**src/logic/arld_pkg.sv**
```systemverilog
// Constants, register map and field layout for the 16-bit auto-reload timer.
// Contract
// - 16-bit registers written high byte, then low.
// - Low byte write moves held high byte in.
// - Held high byte reused until rewritten.
// - Run bit low: reset state, settings kept.
// - Run bit high again: resume same mode.
// - Run bit low: counter stopped at zero.
// - Counter decrements on clock divided 1/4/16.
// - Wrap without reload enable loads all ones.
// - Wrap with reload enable loads reload register.
// - Every wrap sets the wrap flag.
// - Selected event reloads counter when reload enabled.
// - Masked compare against zero and compare register.
// - Matches set zero and compare flags.
// - Mask highest bit n: period 2^(n+1).
// - Event captures counter into capture register.
// - Reload register captures only without reload enable.
// - No reload: two events capture, free running.
// - Reload: first event reloads, next captures.
// - Start source chosen by two select bits.
// - Matches and wraps drive pulse, overflow pins.
// - Overflow pin set/cleared-by-flag, or toggles.
// - Toggle pulse mode toggles on compare match.
// - Set/reset pulse mode: zero and compare levels.
// - Interrupt is OR of five enabled flags.
package arld_pkg;

    localparam int CNT_W = 16;

    // Byte addresses of the register map.
    localparam logic [3:0] ADR_CMP_H = 4'h0;
    localparam logic [3:0] ADR_CMP_L = 4'h1;
    localparam logic [3:0] ADR_RELOAD_CAPTURE_REG_H = 4'h2;
    localparam logic [3:0] ADR_RELOAD_CAPTURE_REG_L = 4'h3;
    localparam logic [3:0] ADR_MASK_H = 4'h4;
    localparam logic [3:0] ADR_MASK_L = 4'h5;
    localparam logic [3:0] ADR_CAP_H = 4'h6;
    localparam logic [3:0] ADR_CAP_L = 4'h7;
    localparam logic [3:0] ADR_CNT_H = 4'h8;
    localparam logic [3:0] ADR_CNT_L = 4'h9;
    localparam logic [3:0] ADR_CTRL = 4'ha;
    localparam logic [3:0] ADR_MODE = 4'hb;
    localparam logic [3:0] ADR_FLAG = 4'hc;
    localparam logic [3:0] ADR_IEN = 4'hd;

    // Control register fields.
    localparam int CTL_RUN = 0;
    localparam int CTL_PSC = 1;
    localparam int CTL_RLD = 3;
    localparam int CTL_SRC = 4;

    // Mode register fields.
    localparam int MOD_OVF_TGL = 0;
    localparam int MOD_OVF_EN = 1;
    localparam int MOD_PUL_POL = 2;
    localparam int MOD_PUL_EN = 3;
    localparam int MOD_PUL_TGL = 4;
    localparam int MOD_EV1_POL = 5;
    localparam int MOD_EV2_POL = 6;

    // Flag and interrupt enable bit positions.
    localparam int FLG_WRAP = 0;
    localparam int FLG_ZERO = 1;
    localparam int FLG_CMP = 2;
    localparam int FLG_EV1 = 3;
    localparam int FLG_EV2 = 4;
    localparam int FLG_N = 5;

    // Reset values and fixed counter and mask words.
    localparam logic [7:0] CTRL_RST = 8'h00;
    localparam logic [7:0] MODE_RST = 8'h00;
    localparam logic [7:0] IEN_RST = 8'h00;
    localparam logic [15:0] MASK_RST = 16'hffff;
    localparam logic [15:0] CNT_ONES = 16'hffff;
    localparam logic [15:0] CNT_ZERO = 16'h0000;
    localparam logic [15:0] MASK_MIN = 16'h0001;

    // Prescaler terminal counts for ratios 1, 4 and 16.
    localparam logic [3:0] PSC_T1 = 4'h0;
    localparam logic [3:0] PSC_T4 = 4'h3;
    localparam logic [3:0] PSC_T16 = 4'hf;

    // Start source select, {sel_b, sel_a}.
    typedef enum logic [1:0] {
        ARLD_SRC_RUN = 2'b00,
        ARLD_SRC_EV1 = 2'b01,
        ARLD_SRC_EV2 = 2'b10,
        ARLD_SRC_NONE = 2'b11
    } arld_src_t;

    // Terminal prescaler count for a ratio select code.
    function automatic logic [3:0] arld_psc_term(input logic [1:0] sel);
        case (sel)
            2'b00: arld_psc_term = PSC_T1;
            2'b01: arld_psc_term = PSC_T4;
            default: arld_psc_term = PSC_T16;
        endcase
    endfunction : arld_psc_term

    // Masked equality used by both comparators.
    function automatic logic arld_meq(input logic [15:0] a, input logic [15:0] b,
                                      input logic [15:0] m);
        arld_meq = ((a & m) == (b & m));
    endfunction : arld_meq

endpackage : arld_pkg

```
**src/logic/arld_timer.sv**
```systemverilog
// Auto-reload down counter with capture, masked compare and pin outputs.
//
// Our own choices: the address map and register access over Avalon-MM.
`timescale 1ns/1ps
module arld_timer
    import arld_pkg::*;
#(
    parameter int CNT_WIDTH = CNT_W
) (
    input wire logic sys_clk,
    input wire logic rstn,
    input wire logic [3:0] avs_address,
    input wire logic avs_read,
    input wire logic avs_write,
    input wire logic [7:0] avs_writedata,
    output logic [7:0] avs_readdata,
    output logic avs_waitrequest,
    input wire logic event_input_one,
    input wire logic event_input_two,
    output logic overflow_pin,
    output logic pulse_pin,
    output logic timer_irq
);

    // The register pairs are built from two bytes, so only this width is served.
    if (CNT_WIDTH != 16) begin : g_bad_width
        $error("arld_timer supports only a 16-bit counter");
    end

    logic [7:0] hold_r;
    logic [15:0] cmp_r;
    logic [15:0] reload_capture_reg_r;
    logic [15:0] mask_r;
    logic [15:0] cp_r;
    logic [15:0] ct_r;
    logic [7:0] ctrl_r;
    logic [7:0] mode_r;
    logic [7:0] ien_r;
    logic [FLG_N-1:0] flag_r;
    logic [3:0] psc_r;
    logic run_d_r;
    logic upd_r;
    logic [1:0] s1_r;
    logic [1:0] s2_r;
    logic [1:0] s3_r;
    logic [1:0] filt_r;
    logic [1:0] filt_d_r;
    logic wait_r;
    logic [7:0] rdata_r;
    logic ovf_r;
    logic pwm_r;
    logic irq_r;

    // Bus handshake: one wait cycle, then the access is taken.
    wire req = avs_read | avs_write;
    wire wait_nxt = ~(req & wait_r);
    wire wr = avs_write & ~wait_r;
    wire rd_load = avs_read & wait_r;

    // Write strobes per address.
    wire we_cmp_h = wr & (avs_address == ADR_CMP_H);
    wire we_cmp_l = wr & (avs_address == ADR_CMP_L);
    wire we_rl_h = wr & (avs_address == ADR_RELOAD_CAPTURE_REG_H);
    wire we_rl_l = wr & (avs_address == ADR_RELOAD_CAPTURE_REG_L);
    wire we_msk_h = wr & (avs_address == ADR_MASK_H);
    wire we_msk_l = wr & (avs_address == ADR_MASK_L);
    wire we_ctrl = wr & (avs_address == ADR_CTRL);
    wire we_mode = wr & (avs_address == ADR_MODE);
    wire we_flag = wr & (avs_address == ADR_FLAG);
    wire we_ien = wr & (avs_address == ADR_IEN);

    // A high-byte write only fills the holding register.
    wire we_high = we_cmp_h | we_rl_h | we_msk_h;
    // The low byte joins the held byte into the full word.
    wire [15:0] word = {hold_r, avs_writedata};

    // Control decode.
    wire run = ctrl_r[CTL_RUN];
    wire run_rise = run & ~run_d_r;
    wire rld_en = ctrl_r[CTL_RLD];
    wire [1:0] psc_sel = ctrl_r[CTL_PSC+1:CTL_PSC];
    wire [1:0] src = ctrl_r[CTL_SRC+1:CTL_SRC];
    wire [1:0] ev_pol = {mode_r[MOD_EV2_POL], mode_r[MOD_EV1_POL]};

    // Filtered edges of the event inputs, active edge chosen by polarity bits.
    wire [1:0] ev_chg = filt_r ^ filt_d_r;
    wire [1:0] ev = ev_chg & ~(filt_r ^ ev_pol) & {2{run}};

    // Reload from the selected start source while reload is enabled.
    wire src_hit = ((src == ARLD_SRC_EV1) & ev[0]) | ((src == ARLD_SRC_EV2) & ev[1]) |
                   ((src == ARLD_SRC_RUN) & run_rise);
    wire reload_ev = rld_en & run & src_hit;

    // Prescaled tick at ratio 1, 4 or 16.
    wire tick = run & (psc_r == arld_psc_term(psc_sel));
    wire wrap = tick & (ct_r == CNT_ZERO);
    // Wrap value is all ones or the programmed reload value.
    wire [15:0] wrap_val = rld_en ? reload_capture_reg_r : CNT_ONES;

    // Counter next value; stopped and held at zero while not running.
    wire [15:0] ct_nxt = !run ? CNT_ZERO :
                         reload_ev ? reload_capture_reg_r :
                         wrap ? wrap_val :
                         tick ? ct_r - 16'h0001 : ct_r;
    wire [3:0] psc_nxt = (!run | tick | reload_ev) ? 4'h0 : psc_r + 4'h1;

    // A zero mask behaves like the lowest bit, a match every two ticks.
    wire [15:0] eff_mask = (mask_r == CNT_ZERO) ? MASK_MIN : mask_r;
    // Masked comparisons, evaluated once on each new counter value.
    wire zero_m = upd_r & arld_meq(ct_r, CNT_ZERO, eff_mask);
    wire cmp_m = upd_r & arld_meq(ct_r, cmp_r, eff_mask);

    // Captures; a pending flag blocks a further capture into the same register.
    wire cap_cp = ev[1] & ~flag_r[FLG_EV2];
    wire cap_rl = ev[0] & ~rld_en & ~flag_r[FLG_EV1];

    // Flags: hardware set wins over a software clear in the same cycle.
    wire [FLG_N-1:0] flag_set = {ev[1], ev[0], cmp_m, zero_m, wrap};
    wire [FLG_N-1:0] flag_clr = we_flag ? avs_writedata[FLG_N-1:0] : '0;
    wire [FLG_N-1:0] flag_nxt = (flag_r & ~flag_clr) | flag_set;

    // Overflow pin: toggles per wrap, or set on wrap until the flag clears.
    wire ovf_sr = wrap | (ovf_r & flag_nxt[FLG_WRAP]);
    wire ovf_nxt = !mode_r[MOD_OVF_EN] ? 1'b0 :
                   mode_r[MOD_OVF_TGL] ? ovf_r ^ wrap : ovf_sr;

    // Pulse pin: zero match gives the polarity level, compare match the other.
    wire pol = mode_r[MOD_PUL_POL];
    wire pwm_sr = zero_m ? pol : (cmp_m ? ~pol : pwm_r);
    // Toggle mode changes state on each compare match.
    wire pwm_nxt = !mode_r[MOD_PUL_EN] ? pol :
                   mode_r[MOD_PUL_TGL] ? pwm_r ^ cmp_m : pwm_sr;

    // Interrupt request from enabled flags.
    wire irq_nxt = |(flag_nxt & ien_r[FLG_N-1:0]);

    // Read data selection.
    logic [7:0] rd_mux;
    always_comb begin
        if (avs_address == ADR_CMP_H) begin
            rd_mux = cmp_r[15:8];
        end else if (avs_address == ADR_CMP_L) begin
            rd_mux = cmp_r[7:0];
        end else if (avs_address == ADR_RELOAD_CAPTURE_REG_H) begin
            rd_mux = reload_capture_reg_r[15:8];
        end else if (avs_address == ADR_RELOAD_CAPTURE_REG_L) begin
            rd_mux = reload_capture_reg_r[7:0];
        end else if (avs_address == ADR_MASK_H) begin
            rd_mux = mask_r[15:8];
        end else if (avs_address == ADR_MASK_L) begin
            rd_mux = mask_r[7:0];
        end else if (avs_address == ADR_CAP_H) begin
            rd_mux = cp_r[15:8];
        end else if (avs_address == ADR_CAP_L) begin
            rd_mux = cp_r[7:0];
        end else if (avs_address == ADR_CNT_H) begin
            rd_mux = ct_r[15:8];
        end else if (avs_address == ADR_CNT_L) begin
            rd_mux = ct_r[7:0];
        end else if (avs_address == ADR_CTRL) begin
            rd_mux = ctrl_r;
        end else if (avs_address == ADR_MODE) begin
            rd_mux = mode_r;
        end else if (avs_address == ADR_FLAG) begin
            rd_mux = {3'h0, flag_r};
        end else if (avs_address == ADR_IEN) begin
            rd_mux = ien_r;
        end else begin
            rd_mux = 8'h00;
        end
    end

    // Bus slave state and read data register.
    always_ff @(posedge sys_clk or negedge rstn) begin
        if (!rstn) begin
            wait_r <= 1'b1;
            rdata_r <= 8'h00;
        end else begin
            wait_r <= wait_nxt;
            if (rd_load) begin
                rdata_r <= rd_mux;
            end
        end
    end

    // Holding register for the upper byte.
    always_ff @(posedge sys_clk or negedge rstn) begin
        if (!rstn) begin
            hold_r <= 8'h00;
        end else if (we_high) begin
            hold_r <= avs_writedata;
        end
    end

    // Compare and mask words, loaded on their low-byte writes.
    always_ff @(posedge sys_clk or negedge rstn) begin
        if (!rstn) begin
            cmp_r <= CNT_ZERO;
            mask_r <= MASK_RST;
        end else begin
            if (we_cmp_l) begin
                cmp_r <= word;
            end
            if (we_msk_l) begin
                mask_r <= word;
            end
        end
    end

    // Reload/capture word: a capture takes priority over a software write.
    always_ff @(posedge sys_clk or negedge rstn) begin
        if (!rstn) begin
            reload_capture_reg_r <= CNT_ZERO;
        end else if (cap_rl) begin
            reload_capture_reg_r <= ct_r;
        end else if (we_rl_l) begin
            reload_capture_reg_r <= word;
        end
    end

    // Capture word, taken before any reload in the same cycle.
    always_ff @(posedge sys_clk or negedge rstn) begin
        if (!rstn) begin
            cp_r <= CNT_ZERO;
        end else if (cap_cp) begin
            cp_r <= ct_r;
        end
    end

    // Control registers survive a cleared run bit, so a restart resumes.
    always_ff @(posedge sys_clk or negedge rstn) begin
        if (!rstn) begin
            ctrl_r <= CTRL_RST;
            mode_r <= MODE_RST;
            ien_r <= IEN_RST;
        end else begin
            if (we_ctrl) begin
                ctrl_r <= avs_writedata;
            end
            if (we_mode) begin
                mode_r <= avs_writedata;
            end
            if (we_ien) begin
                ien_r <= avs_writedata;
            end
        end
    end

    // Counter and prescaler; both clear while stopped for low power.
    always_ff @(posedge sys_clk or negedge rstn) begin
        if (!rstn) begin
            ct_r <= CNT_ZERO;
            psc_r <= 4'h0;
            run_d_r <= 1'b0;
            upd_r <= 1'b0;
        end else begin
            ct_r <= ct_nxt;
            psc_r <= psc_nxt;
            run_d_r <= run;
            upd_r <= run & (tick | reload_ev);
        end
    end

    // Event input synchronisers; a change counts once stages two and three agree.
    always_ff @(posedge sys_clk or negedge rstn) begin
        if (!rstn) begin
            s1_r <= 2'b00;
            s2_r <= 2'b00;
            s3_r <= 2'b00;
            filt_r <= 2'b00;
            filt_d_r <= 2'b00;
        end else begin
            s1_r <= {event_input_two, event_input_one};
            s2_r <= s1_r;
            s3_r <= s2_r;
            filt_r <= (s2_r & s3_r) | (filt_r & (s2_r ^ s3_r));
            filt_d_r <= filt_r;
        end
    end

    // Flags, pins and interrupt output.
    always_ff @(posedge sys_clk or negedge rstn) begin
        if (!rstn) begin
            flag_r <= '0;
            ovf_r <= 1'b0;
            pwm_r <= 1'b0;
            irq_r <= 1'b0;
        end else begin
            flag_r <= flag_nxt;
            ovf_r <= ovf_nxt;
            pwm_r <= pwm_nxt;
            irq_r <= irq_nxt;
        end
    end

    assign avs_readdata = rdata_r;
    assign avs_waitrequest = wait_r;
    assign overflow_pin = ovf_r;
    assign pulse_pin = pwm_r;
    assign timer_irq = irq_r;

endmodule : arld_timer

```
**config.mk**
```make
export PLATFORM = sky130hd
export DESIGN_NAME = arld_timer
export DESIGN_NICKNAME = d
export VERILOG_FILES = /design/src/logic/arld_pkg.sv /design/src/logic/arld_timer.sv
export SDC_FILE = /design/constraint.sdc
export NUM_CORES = 1
export LEC_CHECK = 0
export BUFFER_PORTS_ARGS = -buffer_cell sky130_fd_sc_hd__buf_2
export CAP_MARGIN = 20
export CORE_ASPECT_RATIO = 1.75
export CORE_MARGIN = 1.5
export CORE_UTILIZATION = 62
export DETAILED_ROUTE_END_ITERATION = 8
export HOLD_SLACK_MARGIN = 0.02
export PLACE_DENSITY = 0.8
export SYNTH_ARGS = -nofsm -noshare
export SYNTH_HDL_FRONTEND = slang
export SYNTH_SLANG_ARGS = --single-unit
```
**constraint.sdc**
```tcl
create_clock -name sys_clk -period 2.5 [get_ports sys_clk]
set_clock_uncertainty 0.1 [all_clocks]
set_input_delay 0 -clock sys_clk [delete_from_list [all_inputs] [get_ports sys_clk]]
set_output_delay 0 -clock sys_clk [all_outputs]
set_load 0.01 [all_outputs]
```
# Word level (Yosys, flattened, before mapping)
# Cells that the tools add are included.
# Widths: inputs -> output; s select.
# classes
add_sub_neg	2
eq_ne	20
mux	31
bitwise	61
reduce_logical	9
# op_table
operator	n
$mux 16	8
$mux 8	14
$logic_not 16->1	3
$and 16x16->16	2
$and 1x1->1	28
$eq 4x4->1 const B	6
$eq 16x16->1	1
$eq 4x3->1 const B	4
$sub 16x1->16 const B	1
$and 5x5->5	2
$or 1x1->1	9
$and 2x2->2	4
$eq 4x2->1 const B	2
$ne 4x1->1 const B	2
$pmux 4 s2	1
$not 1->1	7
$mux 1	6
$xor 2x2->2	3
$mux 5	1
$not 5->5	1
$or 5x5->5	1
$reduce_or 5->1	1
$add 4x1->4 const B	1
$eq 2x1->1 const B	2
other kinds (11)	13
# word_totals
reg_bits	145
input_bits	18
wordCells	146

# Depth between registers and ports, before layout
# depth
word_depth	15
ltp_mapped	10

# Worst setup path before layout
# OpenSTA, ideal clock, no wires.
# synth_timing
path_type	reg2reg
from	reg ct_r[0]
to	reg ct_r[15]
t_arrival_ns	2.054
t_required_ns	2.255
slack_ns	0.200
path_stages_with_launch	11
path_buffers	2
period_less_slack_ns	2.300
path_cell_list	dfrtp_1 > clkbuf_1 > inv_1 > ha_1 > nor3b_1 > nand4b_1 > nor3_2 > buf_2 > nor2_1 > a32oi_1 > o221ai_1
# synth_via
elab_chain_len	5
# synth_rtl
item	line_no	rtl
start: declaration	arld_timer.sv:35	logic [15:0] ct_r;
start signal: assignment	arld_timer.sv:257	ct_r <= ct_nxt;
$sub 16x1->16 / $logic_not 16->1 (equally long branches)	arld_timer.sv:104, arld_timer.sv:96	
$mux 16 / $and 1x1->1 (equally long branches)	arld_timer.sv:104, arld_timer.sv:96	
$mux 16	arld_timer.sv:103	wrap ? wrap_val :
$mux 16	arld_timer.sv:102	reload_ev ? reload_capture_reg_r :
$mux 16	arld_timer.sv:101	wire [15:0] ct_nxt = !run ? CNT_ZERO :
# Parallel ways exist; a longest one is shown, timed or not. The select of a mux whose other input is x is not followed.
# A chain may end at the register's enable or synchronous reset.

# Worst setup path in the final report
# layout_timing
from	reg filt_r[0]
to	reg ct_r[12]
# layout_via
elab_chain_len	10
# layout_rtl
item	line_no	rtl
start: declaration	arld_timer.sv:46	logic [1:0] filt_r;
start signal: assignment	arld_timer.sv:276	filt_r <= (s2_r & s3_r) | (filt_r & (s2_r ^ s3_r));
$xor 2x2->2	arld_timer.sv:87	wire [1:0] ev = ev_chg & ~(filt_r ^ ev_pol) & {2{run}};
$not 2->2	arld_timer.sv:87	
$and 2x2->2 * (2 in a row)	arld_timer.sv:87	
$and 1x1->1 *	arld_timer.sv:90	wire src_hit = ((src == ARLD_SRC_EV1) & ev[0]) | ((src == ARLD_SRC_EV2) & ev[1]) |
$or 1x1->1 * (2 in a row)	arld_timer.sv:90	
$and 1x1->1 *	arld_timer.sv:92	wire reload_ev = rld_en & run & src_hit;
$mux 16	arld_timer.sv:102	
$mux 16	arld_timer.sv:101	
# Every way passes the cells marked *; elsewhere a longest branch is shown, timed or not.

==> key figures <==
Global routing
  • Pin count of the biggest net entering global routing: slightly below 70
  • Grt ovf: 0
  • Number of global-route vias before repair: ~7,100
  • First-pass GRT wire length: roughly 43 mm
  • Tot GR Track Use: between 40% and 50%
  • Initial antenna violation count: 0

Final layout
  • Area delta synth->final: 16.2%
  • Share of cells above drive strength 1: a little over a quarter
  • Diode count: 0
  • Final #Nets: about 830

Pwr
  • Lkg Pwr: about 4.2 nW
  • Peak supply drop: between 0.6 and 0.7 mV
  • Pwr per Cell Area: around 1100 nW/µm²

Synth
  • Syn Nets: 781
  • Post-synth top cells: dfrtp_1, mux2_2, nor2_1, o21ai_0
  • Flops & latches, synth: approximately 150
  • Synth area leader: dfrtp_1
  • Cell Area, Synth: roughly 8000 µm²
  • FFs w/ async S/R, synth: 100%
  • Top cells by area, synth: dfrtp_1, mux2_2, dfstp_2, mux2i_1, o21ai_0
  • Cells after synthesis: 759
  • Mean Syn Cell Area: 10.3 µm²
  • Distinct cells, synth: between 70 and 80
  • Most frequent cell after synthesis: dfrtp_1
  • Top FF cell, synth: dfrtp_1
  • Sequential share of the synthesized area: 46.5%
  • Synth Warn #: 0
  • Post-synth EDFFs: 0
  • Synth top area share: 40.8%

Die
  • Die Width: 88.0 µm
  • Starting Density: ~63%
  • Die area: 13,400 µm²
  • Core area: 12,400 µm²
  • Ports: 30
  • Num rows: 54
  • Die height: ~150 µm

Critical path
  • CP Launch Type: register
  • Worst setup EP type: register
  • Req. time, crit path: 2.71 ns
  • R2r setup slk: 0.09 ns
  • CP Class: reg -> reg
  • CP arrival: between 2 and 3 ns
  • Worst-path maximum fanout: 26

Timing
  • Min Hold Slack: 0.103 ns
  • Final Cycle Share: between 90 and 100%
  • Final slew viol count: 0
  • Unrepaired setup endpoints after global routing: no
  • Final Hold Viols: 0
  • Setup TNS: 0 ns
  • Final setup viols: 0
  • Tmin final: 2.41 ns
  • Rel. slew slack: between 40 and 50%
  • Max Freq: between 400 and 500 MHz
  • Worst slew pin tran: 0.824 ns

Route
  • DRT iter0 DRCs: just under 1,000
  • Drt wl/cell: around 29 µm
  • # DRC: 0
  • Final wirelength: around 28 mm
  • Drt pass-1 iters: 7
  • Vias/cell: just over 7
  • Antenna Violating Nets Remaining: 0
  • Routed via count: slightly above 7,000

Clock network
  • TritonCTS buffer count: 17
  • Clk sinks: roughly 150
  • Clock Path Buffers: 2
  • Worst-path clk slew: ~0.07 ns
  • Root buffer cell: clkbuf_16
  • CTS tree: built
  • CTS H-tree lvls: 4
  • Clock latency on the worst-skew pair: 0.43 ns
  • Setup bufs post-CTS: 0

Outcome
  • Outcome: finished clean

Place
  • # port buffers: 29
  • Final Wtd Congestion: approximately 1.1
  • Final HPWL DP: around 20 mm

Min path
  • Hold WC Path Type: in -> reg

Run
  • MaxCap Viol Count: 0
layout by cell type, fill, tap and decap left out, drive strengths merged, types with 17 or more instances in the layout:
| master | n |
|---|---|
| a21oi | 37 |
| a22oi | 19 |
| buf | 75 |
| clkbuf | 17 |
| dfrtp | 128 |
| dfstp | 17 |
| inv | 26 |
| mux2 | 80 |
| mux2i | 32 |
| nand2 | 46 |
| nor2 | 60 |
| o21ai | 51 |
repair_timing:
item | CTS | global route
endpoints found under the hold margin | 207 | 0
hold buffers | 15 | 0
resized for setup | 0 | 3
setup endpoints to repair | 0 | 7
path summary, 6_finish.rpt:
kind | from | cells past startpoint | to
worst max-delay path | filt_r[0] | 7 | ct_r[12]
worst min-delay path | event_input_two | 2 | s1_r[1]
worst max register to register | filt_r[0] | 7 | ct_r[12]
worst min register to register | s1_r[1] | 0 | s2_r[1]
max in group asynchronous | rstn | 3 | cmp_r[0]
min in group asynchronous | rstn | 2 | mask_r[6]
per-stage QoR:
stage | setup WS [ns] | util (%) | area, µm² | total power [W] | instances
2_1_floorplan | 0.200 | - | 7840 | 0.00592 | 759
3_3_place_gp | 0.204 | 67.2 | 8350 | 0.00731 | 946
3_5_place_dp | 0.104 | 67.2 | 8350 | 0.00743 | 946
4_1_cts | 0.0910 | 73.2 | 9100 | 0.00997 | 993
5_1_grt | 0.00747 | 73.3 | 9110 | 0.0106 | 993
6_report | 0.0930 | 73.3 | 9110 | 0.0102 | 993
routing by layer:
layer	track usage (%)	share of wire, %	routed length [µm]
met5	0	0	0
met4	34.2	10	2830
met3	14.4	10	2880
met2	71.1	47	13200
met1	49.4	33	9390
cell type report:
type | count | area (µm²)
fill | 923 | 3320
clock buffer | 17 | 425
sequential | 145 | 3650
timing repair buffer | 89 | 674
multi-input combinational | 541 | 3920
clock inverter | 15 | 161
tap | 168 | 210
inverter | 18 | 67.6
cell families (layout without fill, tap and decap cells):
| kind of cell | after synthesis | in the layout | synth area share (%) |
|---|---|---|---|
| AO/OA/AOI/OAI | 203 | 203 | 18.3 |
| buffers and inverters | 73 | 139 | 3.61 |
| XOR/XNOR | 18 | 18 | 2.01 |
| multiplexers | 114 | 114 | 16.1 |
| flip-flops | 145 | 145 | 46.5 |
| AND/OR/NAND/NOR | 202 | 202 | 12.8 |
| adder cells (fa/ha/maj) | 4 | 4 | 0.638 |
critical path: stages (launching register included):
cell	delay [ns]
dfrtp_1	0.43
or3b_2	0.49
a21oi_1	0.33
o311ai_4	0.14
buf_4	0.26
and2_1	0.24
a22oi_1	0.18
o41ai_1	0.10
sequential cells by signal, indices dropped and copies added (netlist names), 16 cells and up:
| name | count |
|---|---|
| reload_capture_reg_r | 16 |
| ct_r | 16 |
| cp_r | 16 |
| mask_r | 16 |
| cmp_r | 16 |
report_power, final:
part / total [W] / switching, W / internal, W
combinational: 0.00376 / 0.00223 / 0.00153
clock: 0.00252 / 0.00118 / 0.00134
sequential: 0.00396 / 0.000900 / 0.00306
(Power assumes the default switching activity.)
